File: src/adc_ctl_pkg.sv
/*
  Shared constants for the converter control block: register map, field
  positions, channel codes and timing counts.
  Assumes a 100 MHz system clock and a 32-bit Avalon-MM register bus.
*/
package adc_ctl_pkg;

  // Clock and timing
  localparam int CLK_PERIOD_NS  = 10;      // System clock period
  localparam int SAMPLE_TIME_NS = 200;     // Sample-and-hold window per conversion
  localparam int BIT_TIME_NS    = 100;     // Settling time per approximation step
  localparam int SAMPLE_CYCLES  = (SAMPLE_TIME_NS + CLK_PERIOD_NS - 1) / CLK_PERIOD_NS;
  localparam int BIT_CYCLES     = (BIT_TIME_NS + CLK_PERIOD_NS - 1) / CLK_PERIOD_NS;
  localparam int CNT_W          = 8;       // Width of the step timer

  // Converter geometry
  localparam int RES_W = 10;               // Result width
  localparam int CH_W  = 5;                // Channel-select width

  // Variant options
  localparam bit LARGE_VARIANT = 1'b1;     // 1: pins 0..11, 0: pins 0..7
  localparam bit LOW_V_VARIANT = 1'b0;     // 1: a 4x converter level request maps to off; the DAC level is passed
  localparam logic [CH_W-1:0] NUM_PINS_LARGE = 5'h0c;
  localparam logic [CH_W-1:0] NUM_PINS_SMALL = 5'h08;

  // Internal channel codes
  localparam logic [CH_W-1:0] CH_TEMP   = 5'h1d; // Reserved temperature channel
  localparam logic [CH_W-1:0] CH_DAC    = 5'h1e; // DAC output
  localparam logic [CH_W-1:0] CH_FIXREF = 5'h1f; // Fixed-reference buffer

  // Register byte offsets
  localparam logic [4:0] OFS_CTRL_FIRST  = 5'h00;
  localparam logic [4:0] OFS_CTRL_SECOND = 5'h04;
  localparam logic [4:0] OFS_FIXED_REF   = 5'h08;
  localparam logic [4:0] OFS_RESULT_HIGH = 5'h0c;
  localparam logic [4:0] OFS_RESULT_LOW  = 5'h10;
  localparam logic [4:0] OFS_IRQ_STATUS  = 5'h14;
  localparam logic [4:0] OFS_IRQ_MASK    = 5'h18;

  // Control-first fields
  localparam int CF_ON   = 0;              // Converter enable
  localparam int CF_GO   = 1;              // Go / done
  localparam int CF_CH_L = 2;              // Channel select, bits 6:2

  // Control-second fields
  localparam int CS_PREF_L = 0;            // Positive reference, bits 1:0
  localparam int CS_NREF   = 2;            // Negative reference

  // Positive reference encodings
  localparam logic [1:0] PREF_SUPPLY = 2'h0;
  localparam logic [1:0] PREF_PIN    = 2'h2;
  localparam logic [1:0] PREF_FIXED  = 2'h3;

  // Fixed-reference control fields
  localparam int FR_EN    = 7;
  localparam int FR_RDY   = 6;
  localparam int FR_TEMP_SENSOR_ENABLE  = 5;
  localparam int FR_TEMP_SENSOR_RANGE = 4;
  localparam int FR_CDA_L = 2;             // Bits 3:2
  localparam int FR_CONV_L = 0;            // Bits 1:0

  // Fixed-reference level codes
  localparam logic [1:0] LVL_OFF = 2'h0;
  localparam logic [1:0] LVL_1X  = 2'h1;
  localparam logic [1:0] LVL_2X  = 2'h2;
  localparam logic [1:0] LVL_4X  = 2'h3;

  // Interrupt status bit
  localparam int IRQ_DONE = 0;

  // Reset values
  localparam logic [7:0] RST_BYTE = 8'h00;

endpackage : adc_ctl_pkg

File: src/sar_if.sv
/*
  Carrier between the register front end and the approximation engine.
  Assumes both ends share one clock.
*/
`timescale 1ns/1ps
interface sar_if;
  import adc_ctl_pkg::*;
  logic             start;                 // Pulse: begin sample and convert
  logic             abort;                 // Pulse: stop and store partial code
  logic             cmp_above;             // Analog input at or above trial code
  logic             sample;                // Sample-and-hold closed
  logic [RES_W-1:0] trial;                 // Code presented to the internal DAC
  logic             done;                  // Pulse: full conversion finished
  logic             stored;                // Pulse: result is valid to load
  logic [RES_W-1:0] result;                // Finished or partial code

  modport ctrl (output start, output abort, output cmp_above,
                input sample, input trial, input done, input stored, input result);
  modport engine (input start, input abort, input cmp_above,
                  output sample, output trial, output done, output stored, output result);
endinterface : sar_if

File: src/sar_engine.sv
/*
  Successive-approximation sequencer: samples, then decides one bit per step.
  Assumes an external comparator answers within one step time.
*/
`timescale 1ns/1ps
module sar_engine (
  input  wire logic clock,
  input  wire logic rst,
  sar_if.engine     sar
);
  import adc_ctl_pkg::*;

  typedef enum logic [1:0] {IDLE, SAMPLE, CONVERT} sar_state_e;

  typedef struct packed {
    sar_state_e       state;               // Sequencer state
    logic [CNT_W-1:0] cnt;                 // Step timer
    logic [3:0]       idx;                 // Bit under trial
    logic [RES_W-1:0] trial;               // Decided bits plus trial bit
    logic [RES_W-1:0] result;              // Last stored code
    logic             sample;
    logic             done;
    logic             stored;
  } sar_s;

  sar_s st_r;
  sar_s st_nxt;

  // Next-state logic
  always_comb begin
    logic fill;                            // Value of the last decided bit
    st_nxt = st_r;
    fill = 1'b0;
    st_nxt.done = 1'b0;
    st_nxt.stored = 1'b0;
    unique case (st_r.state)
      IDLE: begin
        if (sar.start) begin
          st_nxt.state = SAMPLE;
          st_nxt.sample = 1'b1;
          st_nxt.cnt = CNT_W'(SAMPLE_CYCLES - 1);
        end
      end
      SAMPLE: begin
        if (st_r.cnt == '0) begin
          // Open the hold and try the top bit first
          st_nxt.state = CONVERT;
          st_nxt.sample = 1'b0;
          st_nxt.idx = 4'(RES_W - 1);
          st_nxt.trial = RES_W'(1) << (RES_W - 1);
          st_nxt.cnt = CNT_W'(BIT_CYCLES - 1);
        end else begin
          st_nxt.cnt = st_r.cnt - 1'b1;
        end
      end
      CONVERT: begin
        if (st_r.cnt == '0) begin
          if (!sar.cmp_above) begin
            st_nxt.trial[st_r.idx] = 1'b0; // Trial too high, drop the bit
          end
          if (st_r.idx == '0) begin
            st_nxt.state = IDLE;
            st_nxt.result = st_nxt.trial;
            st_nxt.done = 1'b1;
            st_nxt.stored = 1'b1;
          end else begin
            st_nxt.idx = st_r.idx - 1'b1;
            st_nxt.trial[st_r.idx - 1'b1] = 1'b1;
            st_nxt.cnt = CNT_W'(BIT_CYCLES - 1);
          end
        end else begin
          st_nxt.cnt = st_r.cnt - 1'b1;
        end
      end
    endcase
    // Abort keeps decided bits; undecided ones copy the last decided bit
    if (sar.abort && st_r.state != IDLE) begin
      if (st_r.state == CONVERT && st_r.idx != 4'(RES_W - 1)) begin
        fill = st_r.trial[st_r.idx + 1'b1];
      end
      st_nxt.result = st_r.trial;
      for (int i = 0; i < RES_W; i++) begin
        if (st_r.state == SAMPLE || i <= int'(st_r.idx)) begin
          st_nxt.result[i] = fill;
        end
      end
      st_nxt.state = IDLE;
      st_nxt.sample = 1'b0;
      st_nxt.stored = 1'b1;
      st_nxt.done = 1'b0;
    end
  end

  // State register
  always_ff @(posedge clock or posedge rst) begin
    if (rst) begin
      st_r <= '{state: IDLE, default: '0};
    end else begin
      st_r <= st_nxt;
    end
  end

  assign sar.sample = st_r.sample;
  assign sar.trial  = st_r.trial;
  assign sar.done   = st_r.done;
  assign sar.stored = st_r.stored;
  assign sar.result = st_r.result;

endmodule : sar_engine

File: src/adc_channel_ref_temp_control.sv
/*
  Converter control block: Avalon-MM register file, channel and reference
  routing, temperature sensor control, result and interrupt logic.
  Assumes analog muxes, references and the comparator sit outside and are
  steered by the routing outputs; inputs are synchronous to clock.
*/
// Local design decisions: the address map and the Avalon-MM register port.
//
// Contract
// - Convert each sample to 10-bit result pair.
// - Conversion done raises interrupt, wakes sleep.
// - Up to 14 inputs: pins, DAC, reference.
// - Channel field routes source to sample-hold.
// - Positive reference: pin, supply, fixed levels.
// - Negative reference: pin or ground.
// - Bit 5 powers temperature sensor.
// - Bit 4 selects sensor high range.
// - Sensor wired to reserved converter channel.
// - Fixed-reference register field layout, high to low.
// - Ready flag reads 1 only when ready.
// - Converter level codes off, 1x, 2x, 4x.
// - Finish clears go, sets flag, loads result.
`timescale 1ns/1ps
module adc_channel_ref_temp_control (
  input  wire  logic                         clock,
  input  wire  logic                         rst,
  // Avalon-MM slave
  input  wire  logic [4:0]                   address,
  input  wire  logic                         read,
  input  wire  logic                         write,
  input  wire  logic [31:0]                  writedata,
  input  wire  logic [3:0]                   byteenable,
  output logic       [31:0]                  readdata,
  output logic                               waitrequest,
  // Analog side
  input  wire  logic                         cmp_above,
  input  wire  logic                         fixed_ref_ready,
  output logic                               sample_hold,
  output logic       [adc_ctl_pkg::RES_W-1:0] trial_code,
  output logic       [adc_ctl_pkg::CH_W-1:0] channel_route,
  output logic                               channel_route_en,
  output logic       [1:0]                   pos_ref_route,
  output logic                               neg_ref_route,
  output logic                               fixed_ref_enable,
  output logic                               temp_sensor_enable,
  output logic                               temp_sensor_range,
  output logic       [1:0]                   cmp_dac_ref_level,
  output logic       [1:0]                   conv_ref_level,
  output logic                               conv_irq
);
  import adc_ctl_pkg::*;

  typedef struct packed {
    logic             wait_r;              // Waitrequest level
    logic [31:0]      rdata;               // Read data holding register
    logic             conv_on;             // Converter enable
    logic             go;                  // Go / done
    logic [CH_W-1:0]  channel_select;      // Live channel field
    logic [1:0]       pos_ref_select;
    logic             neg_ref_select;
    logic [CH_W-1:0]  act_channel;         // Copies held for a running conversion
    logic [1:0]       act_pos_ref;
    logic             act_neg_ref;
    logic [7:0]       fixed_ref_control;   // Writable fields only
    logic [7:0]       result_high;
    logic [7:0]       result_low;
    logic [7:0]       irq_status;
    logic [7:0]       irq_mask;
    logic             start;               // Pulse to the engine
    logic             abort;               // Pulse to the engine
    logic [CH_W-1:0]  ch_route;
    logic             ch_route_en;
    logic [1:0]       pref_route;
    logic             nref_route;
    logic [1:0]       conv_lvl;
    logic             irq;
  } ctl_s;

  ctl_s  st_r;                             // Registered state
  ctl_s  st_nxt;                           // Next state
  sar_if sar ();                           // Link to the engine

  // Channel exists on this variant; internal sources always do
  function automatic logic chan_ok(input logic [CH_W-1:0] ch);
    logic [CH_W-1:0] npins;
    npins = LARGE_VARIANT ? NUM_PINS_LARGE : NUM_PINS_SMALL;
    return (ch < npins) || (ch == CH_TEMP) || (ch == CH_DAC) || (ch == CH_FIXREF);
  endfunction : chan_ok

  // Map a level request onto what the variant can provide
  function automatic logic [1:0] lvl_map(input logic [1:0] lvl);
    return (LOW_V_VARIANT && lvl == LVL_4X) ? LVL_OFF : lvl;
  endfunction : lvl_map

  // Register read mux
  function automatic logic [31:0] reg_read(input logic [4:0] ofs, input ctl_s s, input logic rdy);
    logic [31:0] d;
    d = '0;
    unique case (ofs)
      OFS_CTRL_FIRST: begin
        d[CF_ON] = s.conv_on;
        d[CF_GO] = s.go;
        d[CF_CH_L +: CH_W] = s.channel_select;
      end
      OFS_CTRL_SECOND: begin
        d[CS_PREF_L +: 2] = s.pos_ref_select;
        d[CS_NREF] = s.neg_ref_select;
      end
      OFS_FIXED_REF: begin
        d[7:0] = s.fixed_ref_control;
        d[FR_RDY] = rdy;
      end
      OFS_RESULT_HIGH: d[7:0] = s.result_high;
      OFS_RESULT_LOW:  d[7:0] = s.result_low;
      OFS_IRQ_STATUS:  d[7:0] = s.irq_status;
      OFS_IRQ_MASK:    d[7:0] = s.irq_mask;
      default:         d = '0;             // Unmapped reads as zero
    endcase
    return d;
  endfunction : reg_read

  // Next-state logic: bus, conversion control, routing, interrupt
  always_comb begin
    logic        commit;                   // Write takes effect this edge
    logic [7:0]  wb;                       // Low write byte
    logic        ready_flag;
    st_nxt = st_r;
    st_nxt.start = 1'b0;
    st_nxt.abort = 1'b0;
    wb = writedata[7:0];
    commit = write && !st_r.wait_r && byteenable[0];
    ready_flag = fixed_ref_ready && st_r.fixed_ref_control[FR_EN];

    // One wait state per access; read data is captured on the first cycle, write data on the second
    if ((read || write) && st_r.wait_r) begin
      st_nxt.wait_r = 1'b0;
      st_nxt.rdata = read ? reg_read(address, st_r, ready_flag) : '0;
    end else begin
      st_nxt.wait_r = 1'b1;
    end

    // Engine results; a finished conversion ends go
    if (sar.stored) begin
      st_nxt.result_high = {6'h00, sar.result[RES_W-1:8]};
      st_nxt.result_low = sar.result[7:0];
    end
    if (sar.done) begin
      st_nxt.go = 1'b0;
    end

    // Register writes
    if (commit) begin
      unique case (address)
        OFS_CTRL_FIRST: begin
          st_nxt.conv_on = wb[CF_ON];
          st_nxt.channel_select = wb[CF_CH_L +: CH_W];
          if (wb[CF_GO] && wb[CF_ON] && st_r.conv_on && !st_r.go) begin
            // Start only when already on, so power-up and go never coincide
            st_nxt.go = 1'b1;
            st_nxt.start = 1'b1;
            st_nxt.act_channel = wb[CF_CH_L +: CH_W];
            st_nxt.act_pos_ref = st_r.pos_ref_select;
            st_nxt.act_neg_ref = st_r.neg_ref_select;
          end else if (st_r.go && (!wb[CF_GO] || !wb[CF_ON])) begin
            // Software stop or power-down ends the conversion early
            st_nxt.go = 1'b0;
            st_nxt.abort = 1'b1;
          end
        end
        OFS_CTRL_SECOND: begin
          st_nxt.pos_ref_select = wb[CS_PREF_L +: 2];
          st_nxt.neg_ref_select = wb[CS_NREF];
        end
        OFS_FIXED_REF: begin
          st_nxt.fixed_ref_control = wb & ~(8'h01 << FR_RDY);
        end
        OFS_IRQ_STATUS: st_nxt.irq_status = st_r.irq_status & ~wb;
        OFS_IRQ_MASK:   st_nxt.irq_mask = wb;
        default:        st_nxt.irq_mask = st_nxt.irq_mask; // Unmapped or read-only: ignored
      endcase
    end

    // Completion sets the flag after any clear, so the event is kept
    if (sar.done) begin
      st_nxt.irq_status[IRQ_DONE] = 1'b1;
    end

    // Routing: held copies while running, live fields otherwise
    if (st_nxt.go) begin
      st_nxt.ch_route = st_nxt.act_channel;
      st_nxt.pref_route = st_nxt.act_pos_ref;
      st_nxt.nref_route = st_nxt.act_neg_ref;
    end else begin
      st_nxt.ch_route = st_nxt.channel_select;
      st_nxt.pref_route = st_nxt.pos_ref_select;
      st_nxt.nref_route = st_nxt.neg_ref_select;
    end
    st_nxt.ch_route_en = st_nxt.conv_on && chan_ok(st_nxt.ch_route);
    st_nxt.conv_lvl = lvl_map(st_nxt.fixed_ref_control[FR_CONV_L +: 2]);

    // Level interrupt; it doubles as the wake request from sleep
    st_nxt.irq = |(st_nxt.irq_status & st_nxt.irq_mask);
  end

  // State register
  always_ff @(posedge clock or posedge rst) begin
    if (rst) begin
      st_r <= '{wait_r: 1'b1, default: '0};
    end else begin
      st_r <= st_nxt;
    end
  end

  // Engine drive
  assign sar.start     = st_r.start;
  assign sar.abort     = st_r.abort;
  assign sar.cmp_above = cmp_above;

  sar_engine u_engine (
    .clock (clock),
    .rst   (rst),
    .sar   (sar)
  );

  // Outputs, all from flip-flops
  assign readdata           = st_r.rdata;
  assign waitrequest        = st_r.wait_r;
  assign sample_hold        = sar.sample;
  assign trial_code         = sar.trial;
  assign channel_route      = st_r.ch_route;
  assign channel_route_en   = st_r.ch_route_en;
  assign pos_ref_route      = st_r.pref_route;
  assign neg_ref_route      = st_r.nref_route;
  assign fixed_ref_enable   = st_r.fixed_ref_control[FR_EN];
  assign temp_sensor_enable = st_r.fixed_ref_control[FR_TEMP_SENSOR_ENABLE];
  assign temp_sensor_range  = st_r.fixed_ref_control[FR_TEMP_SENSOR_RANGE];
  assign cmp_dac_ref_level  = st_r.fixed_ref_control[FR_CDA_L +: 2];
  assign conv_ref_level     = st_r.conv_lvl;
  assign conv_irq           = st_r.irq;

endmodule : adc_channel_ref_temp_control

File: config.mk
export PLATFORM = sky130hd
export DESIGN_NAME = adc_channel_ref_temp_control
export DESIGN_NICKNAME = d
export VERILOG_FILES = /design/src/adc_ctl_pkg.sv /design/src/sar_if.sv /design/src/sar_engine.sv /design/src/adc_channel_ref_temp_control.sv
export SDC_FILE = /design/constraint.sdc
export NUM_CORES = 1
export LEC_CHECK = 0
export BUFFER_PORTS_ARGS = -buffer_cell sky130_fd_sc_hd__buf_2
export CAP_MARGIN = 20
export CORE_AREA = 2 2 115 117
export CTS_BUF_LIST = sky130_fd_sc_hd__clkbuf_16
export DETAILED_ROUTE_END_ITERATION = 10
export DIE_AREA = 0 0 117 119
export PLACE_DENSITY = 0.75
export SYNTH_ARGS = -nofsm -noshare
export SYNTH_HDL_FRONTEND = slang
export SYNTH_HIERARCHICAL = 1
export SYNTH_SLANG_ARGS = --single-unit
File: constraint.sdc
create_clock -name clock -period 2.7 [get_ports clock]
set_clock_uncertainty 0.2 [all_clocks]
set_input_delay 0.27 -clock clock [delete_from_list [all_inputs] [get_ports clock]]
set_output_delay 0.27 -clock clock [all_outputs]
set_load 0.02 [all_outputs]
==> out/summary.txt, run 1 <==
final number of hold-violating endpoints - 0
share of cells above drive strength 1 - 23.8%
clock slew seen by the registers of the worst setup and hold paths - 0.08 ns
total routed wirelength - 15400 um
CTS Buffer Depth - 2
synthesized area per cell - 9.72 sq um
EDFF count, synth - 0
vias in the first global route - 4961
Distinct cells, synth - 79
initial antenna violation count - 0
reg2reg setup slack - 0.13 ns
Leak - 3.18 nW
Worst Path Max Fanout - 7
Worst setup EP type - flip-flop
# IOs - 108
Crit Reg-Reg Endpoint - u_engine/sar.result[0]
Remaining DRCs - 0
GRT Util Overall - 23.1%
1st-pass router iterations - 6
Routed Antenna Nets - 0
diode count - 0
WL per Instance - 17.8 um
Clock Latency Late Sink - 0.35 ns
post-detailed-route via-to-cell ratio - 5.88
endpoints failing setup - 0
Worst Setup Start Kind - flip-flop
DR iter-0 viols - 429
max-cap violation count - 0
Num CTS Buffers - 9
Post-Syn Area - 6310 sq um
worst vdd rail ir drop - 0.660 mV
Worst Hold Path Cells - 2
WS Path Type - reg2reg
core area - 12900 sq um
fin crit share - 95.2%
FFs w/ async S/R, synth - 100%
worst hold endpoint - st_r[26]
Worst-Margin Slew - 0.725 ns
FMAX - 0.389 GHz
Arr. time, crit path - 2.63 ns
worst min path class - in2reg
gr ovfl total - 0
CTS root buf - clkbuf_16
Max-slew headroom - 51.4%
P&R area growth vs syn - 8.67%
max-slew violation count - 0
status - finished, final reports clean
Synth warnings - 6
TNS Setup - 0 ns
Crit path required time - 2.76 ns
R2R Path Start - u_engine/st_r[24]
first-pass GRT wire length - 25200 um
sequential cell area fraction in the yosys report - 43.3%
I/O Buffers - 56
HP Start - writedata[4]
Power Dens Cells - 774 nW/um^2
Synth Instances - 649
top_reg_cell synth - dfrtp_1
Die W - 117 um
largest net degree at the start of global routing - 41
final net count - 741
vias post-DR - 5086
min cycle time layout - 2.57 ns
Core Rows - 42
synthesis-stage register bit count - 109
DP HPWL - 11400 um
Fillers - 1188
# H-tree levels - 3
Placer Congestion - 0.976
Die Height - 119 um
Initial Utilization - 49.0%
path depth of the worst reg2reg path - 8
CTS tree - done
Pwr Total - 5.30 mW
setup repair bufs after CTS - 0
die area - 13900 sq um
# clock sinks - 109
## flip-flops by register name, indices dropped and copies added (netlist names)
register             cells
sar.start                1
channel_route_en         1
conv_ref_level           2
u_engine/sar.result     10
u_engine/sar.trial      10
temp_sensor_range        1
u_engine/sar.stored      1
waitrequest              1
u_engine/st_r           14
channel_route            5
fixed_ref_enable         1
conv_irq                 1
pos_ref_route            2
u_engine/sar.done        1
cmp_dac_ref_level        2
temp_sensor_enable       1
u_engine/sar.sample      1
neg_ref_route            1
sar.abort                1
st_r                    44
readdata                 8
## synth_stat cells, drive strengths merged (4+ instances only)
| cell | instances | area share (%) |
|---|---|---|
| a21boi | 8 | 0.95 |
| nor3 | 16 | 1.5 |
| or3 | 6 | 0.67 |
| dfrtp | 108 | 43 |
| a21o | 7 | 0.83 |
| or2 | 5 | 0.50 |
| a31o | 5 | 0.69 |
| nor2 | 30 | 1.8 |
| a221oi | 5 | 0.79 |
| buf | 76 | 8.9 |
| mux2 | 33 | 5.9 |
| a22o | 5 | 0.69 |
| a211oi | 5 | 0.67 |
| mux2i | 7 | 1.1 |
| nor2b | 9 | 0.89 |
| nand3 | 12 | 0.95 |
| a222oi | 8 | 1.3 |
| nand2 | 54 | 3.2 |
| inv | 29 | 1.7 |
| nand4 | 7 | 0.69 |
| o21a | 5 | 0.60 |
| ha | 10 | 2.0 |
| and3 | 4 | 0.40 |
| nand2b | 12 | 1.2 |
| o221ai | 5 | 0.69 |
| a32o | 5 | 0.79 |
| a21oi | 30 | 2.5 |
| a31oi | 5 | 0.50 |
| clkbuf | 12 | 0.75 |
| a22oi | 15 | 1.8 |
| o21ai | 59 | 4.7 |
| o31ai | 8 | 1.1 |
## report_power, final
group          switching (mW)  internal [mW]  leakage (nW)
clock network           0.621          0.726         0.146
logic                    1.15          0.706          1.66
registers               0.242           1.86          1.38
total                    2.01           3.29          3.18
## logic make-up (layout without fill, tap and decap cells)
| logic type | after synthesis | in the layout | share of synthesized area, % |
|---|---|---|---|
| AO/OA/AOI/OAI | 193 | 193 | 21.1 |
| AND/OR/NAND/NOR | 177 | 177 | 14.9 |
| flip-flops | 109 | 109 | 43.3 |
| adder cells (fa/ha/maj) | 10 | 10 | 1.98 |
| other | 1 | 24 | 0.0595 |
| XOR/XNOR | 2 | 2 | 0.278 |
| multiplexers | 40 | 40 | 7.00 |
| buffers and inverters | 117 | 134 | 11.4 |
## critical path, stage by stage, from the launching register on
cell and delay [ns]:
dfrtp_1 0.40, buf_4 0.17, ha_1 0.24, xor2_1 0.18, a211oi_2 0.22, a211oi_1 0.07, or4_4 0.56, and2_4 0.21
a221oi_2 0.23
## placed cells by master (no fill, tap or decap), types with 6 or more instances in the layout
cell type	synthesis	routed
dfrtp_1	108	108
ha_1	10	9
a222oi_1	8	8
buf_2	7	56
conb_1	1	24
o21ai_0	57	57
nand2_1	54	54
mux2_2	33	33
nor3_1	14	14
a21oi_1	28	28
a22oi_1	15	15
mux2i_1	7	7
nand3_1	12	12
nand2b_1	12	12
nor2_1	30	30
a21boi_0	7	7
nor2b_1	9	9
inv_1	29	28
a21o_1	7	7
buf_4	67	29
o31ai_1	6	6
clkbuf_16	0	9
nand4_1	7	7
## routing by layer
metal  up-vias  share of wire (%)  GRT usage [%]
met5         -                  0              0
met4         0                2.3           9.26
li1       2338                  -              -
met3        39                5.8           4.53
met1      2504                 42           29.9
met2       205                 50           37.9
## how the worst max path moves through the flow
stage | from | cells after the start | slack (ns) | endpoint
CTS | u_engine/st_r[23] | 8 | 0.11 | u_engine/sar.result[0]
global route | u_engine/st_r[24] | 8 | -0.001 | u_engine/sar.result[0]
global placement | u_engine/st_r[23] | 8 | 0.17 | u_engine/sar.result[0]
detailed placement | u_engine/st_r[23] | 8 | 0.14 | u_engine/sar.result[0]
floorplan | u_engine/st_r[24] | 10 | 0.01 | u_engine/sar.result[0]
finish | u_engine/st_r[24] | 8 | 0.13 | u_engine/sar.result[0]
## repair_timing
item / CTS / global route
setup endpoints to repair: 0 / 3
endpoints found under the hold margin: 71 / 0
hold buffers: 3 / 0
resized for setup: 0 / 1
## metrics by stage
step / cells / cell area (sq um) / setup WS, ns / hold WS (ns) / utilization (%)
final: 865 / 6850 / 0.130 / 0.0189 / 53.2
after CTS: 865 / 6850 / 0.109 / 0.00564 / 53.2
after floorplan: 672 / 6390 / 0.0105 / 0.153 / -
after detailed placement: 846 / 6520 / 0.135 / 0.238 / 50.7
after global routing: 865 / 6850 / -0.00118 / 0.0108 / 53.2
after global placement: 846 / 6520 / 0.166 / 0.220 / 50.7
## area by class of cell
| cell class | instances | area [sq um] | share of cell area, % |
|---|---|---|---|
| Clock buffer | 9 | 225 | 3.29 |
| Clock inverter | 7 | 72.6 | 1.06 |
| Inverter | 29 | 109 | 1.59 |
| Multi-Input combinational cell | 446 | 2950 | 43.0 |
| Sequential cell | 109 | 2730 | 39.8 |
| Tap cell | 176 | 220 | 3.21 |
| Timing Repair Buffer | 89 | 548 | 8.00 |
No activity file was read; power rests on OpenSTA's default activity.
==> inputs of run 2 (changes only) <==
--- a/config.mk
+++ b/config.mk
@@ -7,11 +7,11 @@
 export LEC_CHECK = 0
 export BUFFER_PORTS_ARGS = -buffer_cell sky130_fd_sc_hd__buf_2
 export CAP_MARGIN = 20
-export CORE_AREA = 2 2 115 117
+export CORE_AREA = 2 2 138 140
 export CTS_BUF_LIST = sky130_fd_sc_hd__clkbuf_16
 export DETAILED_ROUTE_END_ITERATION = 10
-export DIE_AREA = 0 0 117 119
-export PLACE_DENSITY = 0.75
+export DIE_AREA = 0 0 140 142
+export RECOVER_POWER = 50
 export SYNTH_ARGS = -nofsm -noshare
 export SYNTH_HDL_FRONTEND = slang
 export SYNTH_HIERARCHICAL = 1
==> run 2 against run 1 <==
  * Power grew 0.47%
  * Setup slack worse by 0.041 ns
  * The flow now finishes with violations (DRC)
  * Register-to-register slack lost 0.04 ns
  * Critical path depth unchanged
  * Combinational power grew 3%
  * First-iteration DRC count fell by 0.47%
  * Hold slack gained 0.0092 ns
  * Via count fell by 1.7%
  * Count of clock-buffer cells in the layout is the same
  * Sequential cell count unchanged
  * Wire length is 5.1% higher
  * Global-route usage is 6.7 points lower
==> out/summary.txt, run 2 (synthesis gave the netlist of run 1 again) <==
HP Start - writedata[2]
diode count - 0 (unchanged)
Worst Path Max Fanout - 7 (unchanged)
vias in the first global route - 4733 (-4.6%)
commonest non-fill, non-tap cell in the layout - dfrtp_1
die area - 19900 sq um (+43%)
post-detailed-route via-to-cell ratio - 5.34 (-9.1%)
Power Dens Cells - 763 nW/um^2 (-1.4%)
Crit path required time - 2.76 ns (about the same)
core area - 18500 sq um (+43%)
min cycle time layout - 2.61 ns (+0.0411 ns)
max-cap violation count - 0 (unchanged)
met3 Track Usage GR - 3.43% (-1.1 points)
P&R area growth vs syn - 10.7%
Crit Reg-Reg Endpoint - u_engine/sar.result[0]
most frequent cells in the layout - 108 x dfrtp_1, 58 x o21ai_0, 54 x nand2_1
DP HPWL - 12000 um (+5.1%)
met2 usage - 26.4% (-11 points)
# clock sinks - 109 (unchanged)
Core Rows - 50 (+19%)
worst min path class - in2reg
first-pass GRT wire length - 25900 um (+2.6%)
path depth of the worst reg2reg path - 8 (unchanged)
Crit. Startpoint - u_engine/st_r[23]
fin area - 6980 sq um (+1.9%)
max-slew violation count - 0 (unchanged)
Die W - 140 um (+20%)
Worst Hold Path Cells - 2 (unchanged)
Post-DP Area - 6670 sq um (+2.3%)
max reg flops - 44 (unchanged)
gr ovfl total - 0 (unchanged)
unrepaired setup endpoints after global routing - false
CTS root buf - clkbuf_16
share of cells above drive strength 1 - 21.5% (-2.3 points)
worst vdd rail ir drop - 0.456 mV (-31%)
Arr. time, crit path - 2.67 ns (+0.04 ns)
most utilized layer in the global route result - met2
Clock Latency Late Sink - 0.36 ns (about the same)
Remaining DRCs - 8 (+8)
Max-slew headroom - 25.0% (-26 points)
Num CTS Buffers - 9 (unchanged)
1st-pass router iterations - 11 (+5)
R2R Path Start - u_engine/st_r[23]
top flop regs - st_r: 44 flops, u_engine/st_r: 14 flops
# IOs - 108 (unchanged)
Routed Antenna Nets - 0 (unchanged)
Worst-Margin Slew - 1.11 ns (+0.388 ns)
TNS Setup - 0 ns (unchanged)
reg2reg setup slack - 0.09 ns (-0.04 ns)
DR iter-0 viols - 427 (-0.47%)
total routed wirelength - 16100 um (+5.1%)
Worst Setup Start Kind - flip-flop
WS Path Type - reg2reg
Placer Congestion - 0.901 (-7.6%)
CTS tree - done
failing checks - DRC
Initial Utilization - 34.2% (-15 points)
Leak - 3.16 nW (-0.77%)
# H-tree levels - 3 (unchanged)
GRT Util Overall - 16.4% (-6.7 points)
setup repair bufs after CTS - 0 (unchanged)
I/O Buffers - 56 (unchanged)
final net count - 753 (+1.6%)
CTS Buffer Depth - 2 (unchanged)
initial antenna violation count - 0 (unchanged)
endpoints failing setup - 0 (unchanged)
clock slew seen by the registers of the worst setup and hold paths - 0.08 ns (about the same)
status - finished, violations left
WL per Instance - 17.3 um (-2.8%)
vias post-DR - 4997 (-1.7%)
met1 Use GR - 22.6% (-7.3 points)
Worst setup EP type - flip-flop
final number of hold-violating endpoints - 0 (unchanged)
Die Height - 142 um (+19%)
worst hold endpoint - st_r[24]
largest net degree at the start of global routing - 38 (-7.3%)
fin crit share - 96.7% (+1.5 points)
FMAX - 0.383 GHz (-1.6%)
Most flops, register - st_r
## run 2: area by class of cell
type	count	area [sq um]
repair buffers	101	612
clock buffers	9	225
flip-flops and latches	109	2730
fillers	1865	11500
well taps	234	293
inverters	29	109
multi-input cells	446	2950
clock inverters	7	68.8
## run 2: worst max-delay path: stages, from the launching register on
cell	delay, ns
dfrtp_1	0.37
inv_1	0.07
ha_1	0.40
mux2i_1	0.16
a211oi_2	0.22
a211oi_1	0.08
or4_4	0.56
and2_4	0.21
a221oi_2	0.24
## run 2: routing by layer
metal	wire, um	share of wire (%)
met5	0	0
met1	7490	46
met3	903	5.6
met4	221	1.4
met2	7530	47
## run 2: timing repair
action,CTS,global route
endpoints found under the hold margin,65,0
gates resized for setup,0,1
setup endpoints to repair,0,2
hold buffers,5,0
## run 2: through the flow
stage | setup slack (ns) | std cells | util, % | power (mW) | hold WS (ns)
2_1_floorplan | 0.0105 | 672 | - | 3.53 | 0.153
6_report | 0.0888 | 935 | 37.8 | 5.33 | 0.0281
4_1_cts | 0.102 | 935 | 38.0 | 5.36 | 0.00740
3_3_place_gp | 0.154 | 914 | 36.1 | 3.99 | 0.178
5_1_grt | 0.00717 | 935 | 37.8 | 5.65 | 0.0115
3_5_place_dp | 0.131 | 914 | 36.1 | 4.01 | 0.185
## run 2: worst max path at each step
stage / cells after the start / slack (ns) / endpoint
after CTS: 8 / 0.10 / u_engine/sar.result[0]
final: 8 / 0.09 / u_engine/sar.result[0]
after global routing: 8 / 0.007 / u_engine/sar.result[0]
after floorplan: 10 / 0.01 / u_engine/sar.result[0]
after detailed placement: 8 / 0.13 / u_engine/sar.result[0]
after global placement: 8 / 0.15 / u_engine/sar.result[0]
## run 2: power breakdown
group / total, mW / switching [mW] / internal, mW
clock network: 1.32 / 0.667 / 0.653
registers: 2.11 / 0.246 / 1.86
logic: 1.90 / 1.17 / 0.725
total: 5.33 / 2.09 / 3.24
==> inputs of run 3 (changes only) <==
--- a/config.mk
+++ b/config.mk
@@ -11,7 +11,9 @@
 export CTS_BUF_LIST = sky130_fd_sc_hd__clkbuf_16
 export DETAILED_ROUTE_END_ITERATION = 10
 export DIE_AREA = 0 0 140 142
+export MAX_ROUTING_LAYER = met4
 export RECOVER_POWER = 50
+export SETUP_SLACK_MARGIN = 0.5
 export SYNTH_ARGS = -nofsm -noshare
 export SYNTH_HDL_FRONTEND = slang
 export SYNTH_HIERARCHICAL = 1
==> constraint.sdc (replaced) <==
create_clock -name clock -period 2.7 [get_ports clock]
set_clock_uncertainty 0.2 [all_clocks]
set_input_delay 0.54 -clock clock [delete_from_list [all_inputs] [get_ports clock]]
set_output_delay 0.54 -clock clock [all_outputs]
set_load 0.02 [all_outputs]
==> run 3 against run 2 <==
  * The run still ends with DRC left
  * Non-clock buffer count rose by 31
  * Combinational power rose by 26%
  * Cell count up 3.3%
  * Cell area rose by 7.6%
  * Hold slack improved by 0.19 ns
  * Sequential share of layout area fell by 2.7 points
  * Die area unchanged
  * Critical path depth unchanged
  * Critical path type unchanged
  * Utilization rose by 2.9 points
  * Count of clock-buffer cells in the layout unchanged
  * First-iteration DRC count decreased by 26%
  * Critical endpoint unchanged
==> out/summary.txt, run 3 (synthesis gave the netlist of run 1 again) <==
worst min path class - in2async
failing checks - DRC
most utilized layer in the global route result - met2
Leak - 3.44 nW (+8.8%)
max reg flops - 44 (unchanged)
Max-slew headroom - 16.3% (-8.7 points)
WL per Instance - 17.3 um (about the same)
Worst-Margin Slew - 1.25 ns (+0.136 ns)
min setup slack post-route - 0.236 ns (+0.147 ns)
Worst setup EP type - flip-flop
share of cells above drive strength 1 - 31.8% (+10 points)
first-pass GRT wire length - 26600 um (+3.0%)
P&R area growth vs syn - 19.1%
Crit path depth - 8 (unchanged)
vias post-DR - 5053 (+1.1%)
Comb pwr share - 40.6% (+4.9 points)
core area - 18500 sq um (unchanged)
Most flops, register - st_r
DR iter-0 viols - 317 (-26%)
Worst path most repeated cell - a211oi_2
largest net degree at the start of global routing - 38 (unchanged)
Worst Path Max Fanout - 6 (-1)
met2 usage - 27.3% (+0.88 points)
Fillers - 1797 (-3.6%)
Crit-path slowest cell - or4_4
CTS tree - done
Buf+Inv Stages, Crit Path - 1 (unchanged)
Power Dens Cells - 788 nW/um^2 (+3.2%)
met3 Track Usage GR - 2.93% (-0.50 points)
endpoints failing setup - 0 (unchanged)
gr ovfl total - 0 (unchanged)
I/O Buffers - 56 (unchanged)
TNS Setup - 0 ns (unchanged)
R2R Path Start - u_engine/st_r[24]
Crit Reg-Reg Endpoint - u_engine/sar.result[0]
Routed Antenna Nets - 0 (unchanged)
1st-pass router iterations - 8 (-3)
GRT Util Overall - 17.3% (+0.92 points)
Die W - 140 um (unchanged)
Die Height - 142 um (unchanged)
total routed wirelength - 16700 um (+3.4%)
DP HPWL - 12100 um (+0.60%)
min cycle time layout - 2.46 ns (-0.147 ns)
final net count - 784 (+4.1%)
CP max stage delay - 0.57 ns (about the same)
vias in the first global route - 4765 (+0.68%)
diode count - 0 (unchanged)
# clock sinks - 109 (unchanged)
switching portion of total power - 38.2% (-1.0 points)
CTS root buf - clkbuf_16
post-detailed-route via-to-cell ratio - 5.23 (-2.1%)
max-cap violation count - 0 (unchanged)
Placer Congestion - 0.915 (+1.5%)
met1 Use GR - 23.2% (+0.63 points)
max-slew violation count - 0 (unchanged)
reg2reg setup slack - 0.24 ns (+0.15 ns)
crit path capture - u_engine/sar.result[0]
Worst Setup Start Kind - flip-flop
FMAX - 0.406 GHz (+6.0%)
Arr. time, crit path - 2.53 ns (-0.14 ns)
path depth of the worst reg2reg path - 8 (unchanged)
critical path cell sequence - inv_4 > ha_4 > mux2i_1 > a211oi_2 > a211oi_2 > or4_4 > and2_4 > a221oi_2
Internal - 3.66 mW (+13%)
pre-CTS setup slack - 0.105 ns (-0.0268 ns)
clock slew seen by the registers of the worst setup and hold paths - 0.08 ns (about the same)
Crit. Startpoint - u_engine/st_r[24]
Core Rows - 50 (unchanged)
WS Path Type - reg2reg
fin crit share - 91.3% (-5.4 points)
top flop regs - st_r: 44 flops, u_engine/st_r: 14 flops
final number of hold-violating endpoints - 0 (unchanged)
unrepaired setup endpoints after global routing - true
Remaining DRCs - 7 (-1)
worst vdd rail ir drop - 0.669 mV (+46%)
initial antenna violation count - 0 (unchanged)
Sw Pwr - 2.26 mW (+8.2%)
Initial Utilization - 34.2% (unchanged)
Crit path required time - 2.77 ns (about the same)
# H-tree levels - 3 (unchanged)
Clock Power Share - 23.9% (-0.9 points)
# IOs - 108 (unchanged)
die area - 19900 sq um (unchanged)
Cells after DPL - 922 (+0.88%)
Num CTS Buffers - 9 (unchanged)
commonest non-fill, non-tap cell in the layout - dfrtp_1
Clock Latency Late Sink - 0.36 ns (about the same)
CP top delay family - simple AND/OR/NAND/NOR gates
Sequential Power Share - 35.5% (-4.1 points)
final std cells w/o fill - 966 (+3.3%)
status - finished, violations left
CTS Buffer Depth - 2 (unchanged)
most frequent cells in the layout - 106 x dfrtp_1, 64 x buf_4, 53 x nand2_1, 53 x o21ai_0, 47 x buf_2
-- run 3: changes by cell type in the layout (fill, tap and decap cells not counted), sizes merged --
| cell | change |
|---|---|
| buf | +48 |
| clkbuf | -12 |
| dlygate4sd3 | -5 |
| inv | -2 |
| bufinv | +1 |
| clkinv | +1 |
-- run 3: final cells by class --
cell class                      instances  area, sq um  area share (%)
Clock buffer                            9          225            3.00
Tap cell                              234          293            3.90
Clock inverter                          7         88.8            1.18
Inverter                               29          113            1.50
Sequential cell                       109         2730            36.4
Multi-Input combinational cell        446         3180            42.3
Timing Repair Buffer                  132          883            11.8
-- run 3: worst reg2reg max path, stage by stage (launching register included) --
cell	delay, ns
dfrtp_1	0.43
inv_4	0.06
ha_4	0.26
mux2i_1	0.14
a211oi_2	0.23
a211oi_2	0.06
or4_4	0.57
and2_4	0.19
a221oi_2	0.23
-- run 3: how the worst min path moves through the flow --
stage	slack (ns)	to	cells after the start
2_1_floorplan	0.25	u_engine/st_r[34]	1
4_1_cts	0.08	channel_route_en	2
3_5_place_dp	0.26	readdata[7]	1
6_report	0.22	channel_route[3]	2
5_1_grt	0.26	fixed_ref_enable	2
3_3_place_gp	0.26	readdata[0]	1
-- run 3: stage by stage --
stage	utilization (%)	cell area (sq um)	power, mW	hold slack [ns]
4_1_cts	39.0	7190	5.55	0.0800
5_1_grt	40.7	7510	6.28	0.264
6_report	40.7	7510	5.92	0.216
2_1_floorplan	-	6460	3.56	0.246
3_3_place_gp	36.7	6780	4.01	0.259
3_5_place_dp	36.7	6780	4.02	0.263
-- run 3: power by group through the flow --
stage / registers [mW] / clock network [mW] / logic [mW]
floorplan: 2.04 / 0 / 1.51
global placement: 2.11 / 0 / 1.90
detailed placement: 2.12 / 0 / 1.90
CTS: 2.09 / 1.45 / 2.02
global route: 2.13 / 1.51 / 2.63
finish: 2.10 / 1.41 / 2.40
-- run 3: routing by layer --
layer / vias to the layer above / share of wire, %
li1: 2423 / -
met1: 2469 / 46
met2: 140 / 48
met3: 21 / 4.9
met4: 0 / 1.5
met5: - / 0
-- run 3: repair_timing --
item / in CTS / in global routing
buffers inserted: 6 / 22
pin swaps: 4 / 20
resized for setup: 14 / 45
hold buffers: 0 / 0
endpoints found under the hold margin: 0 / 0
endpoints found under the setup margin: 40 / 37
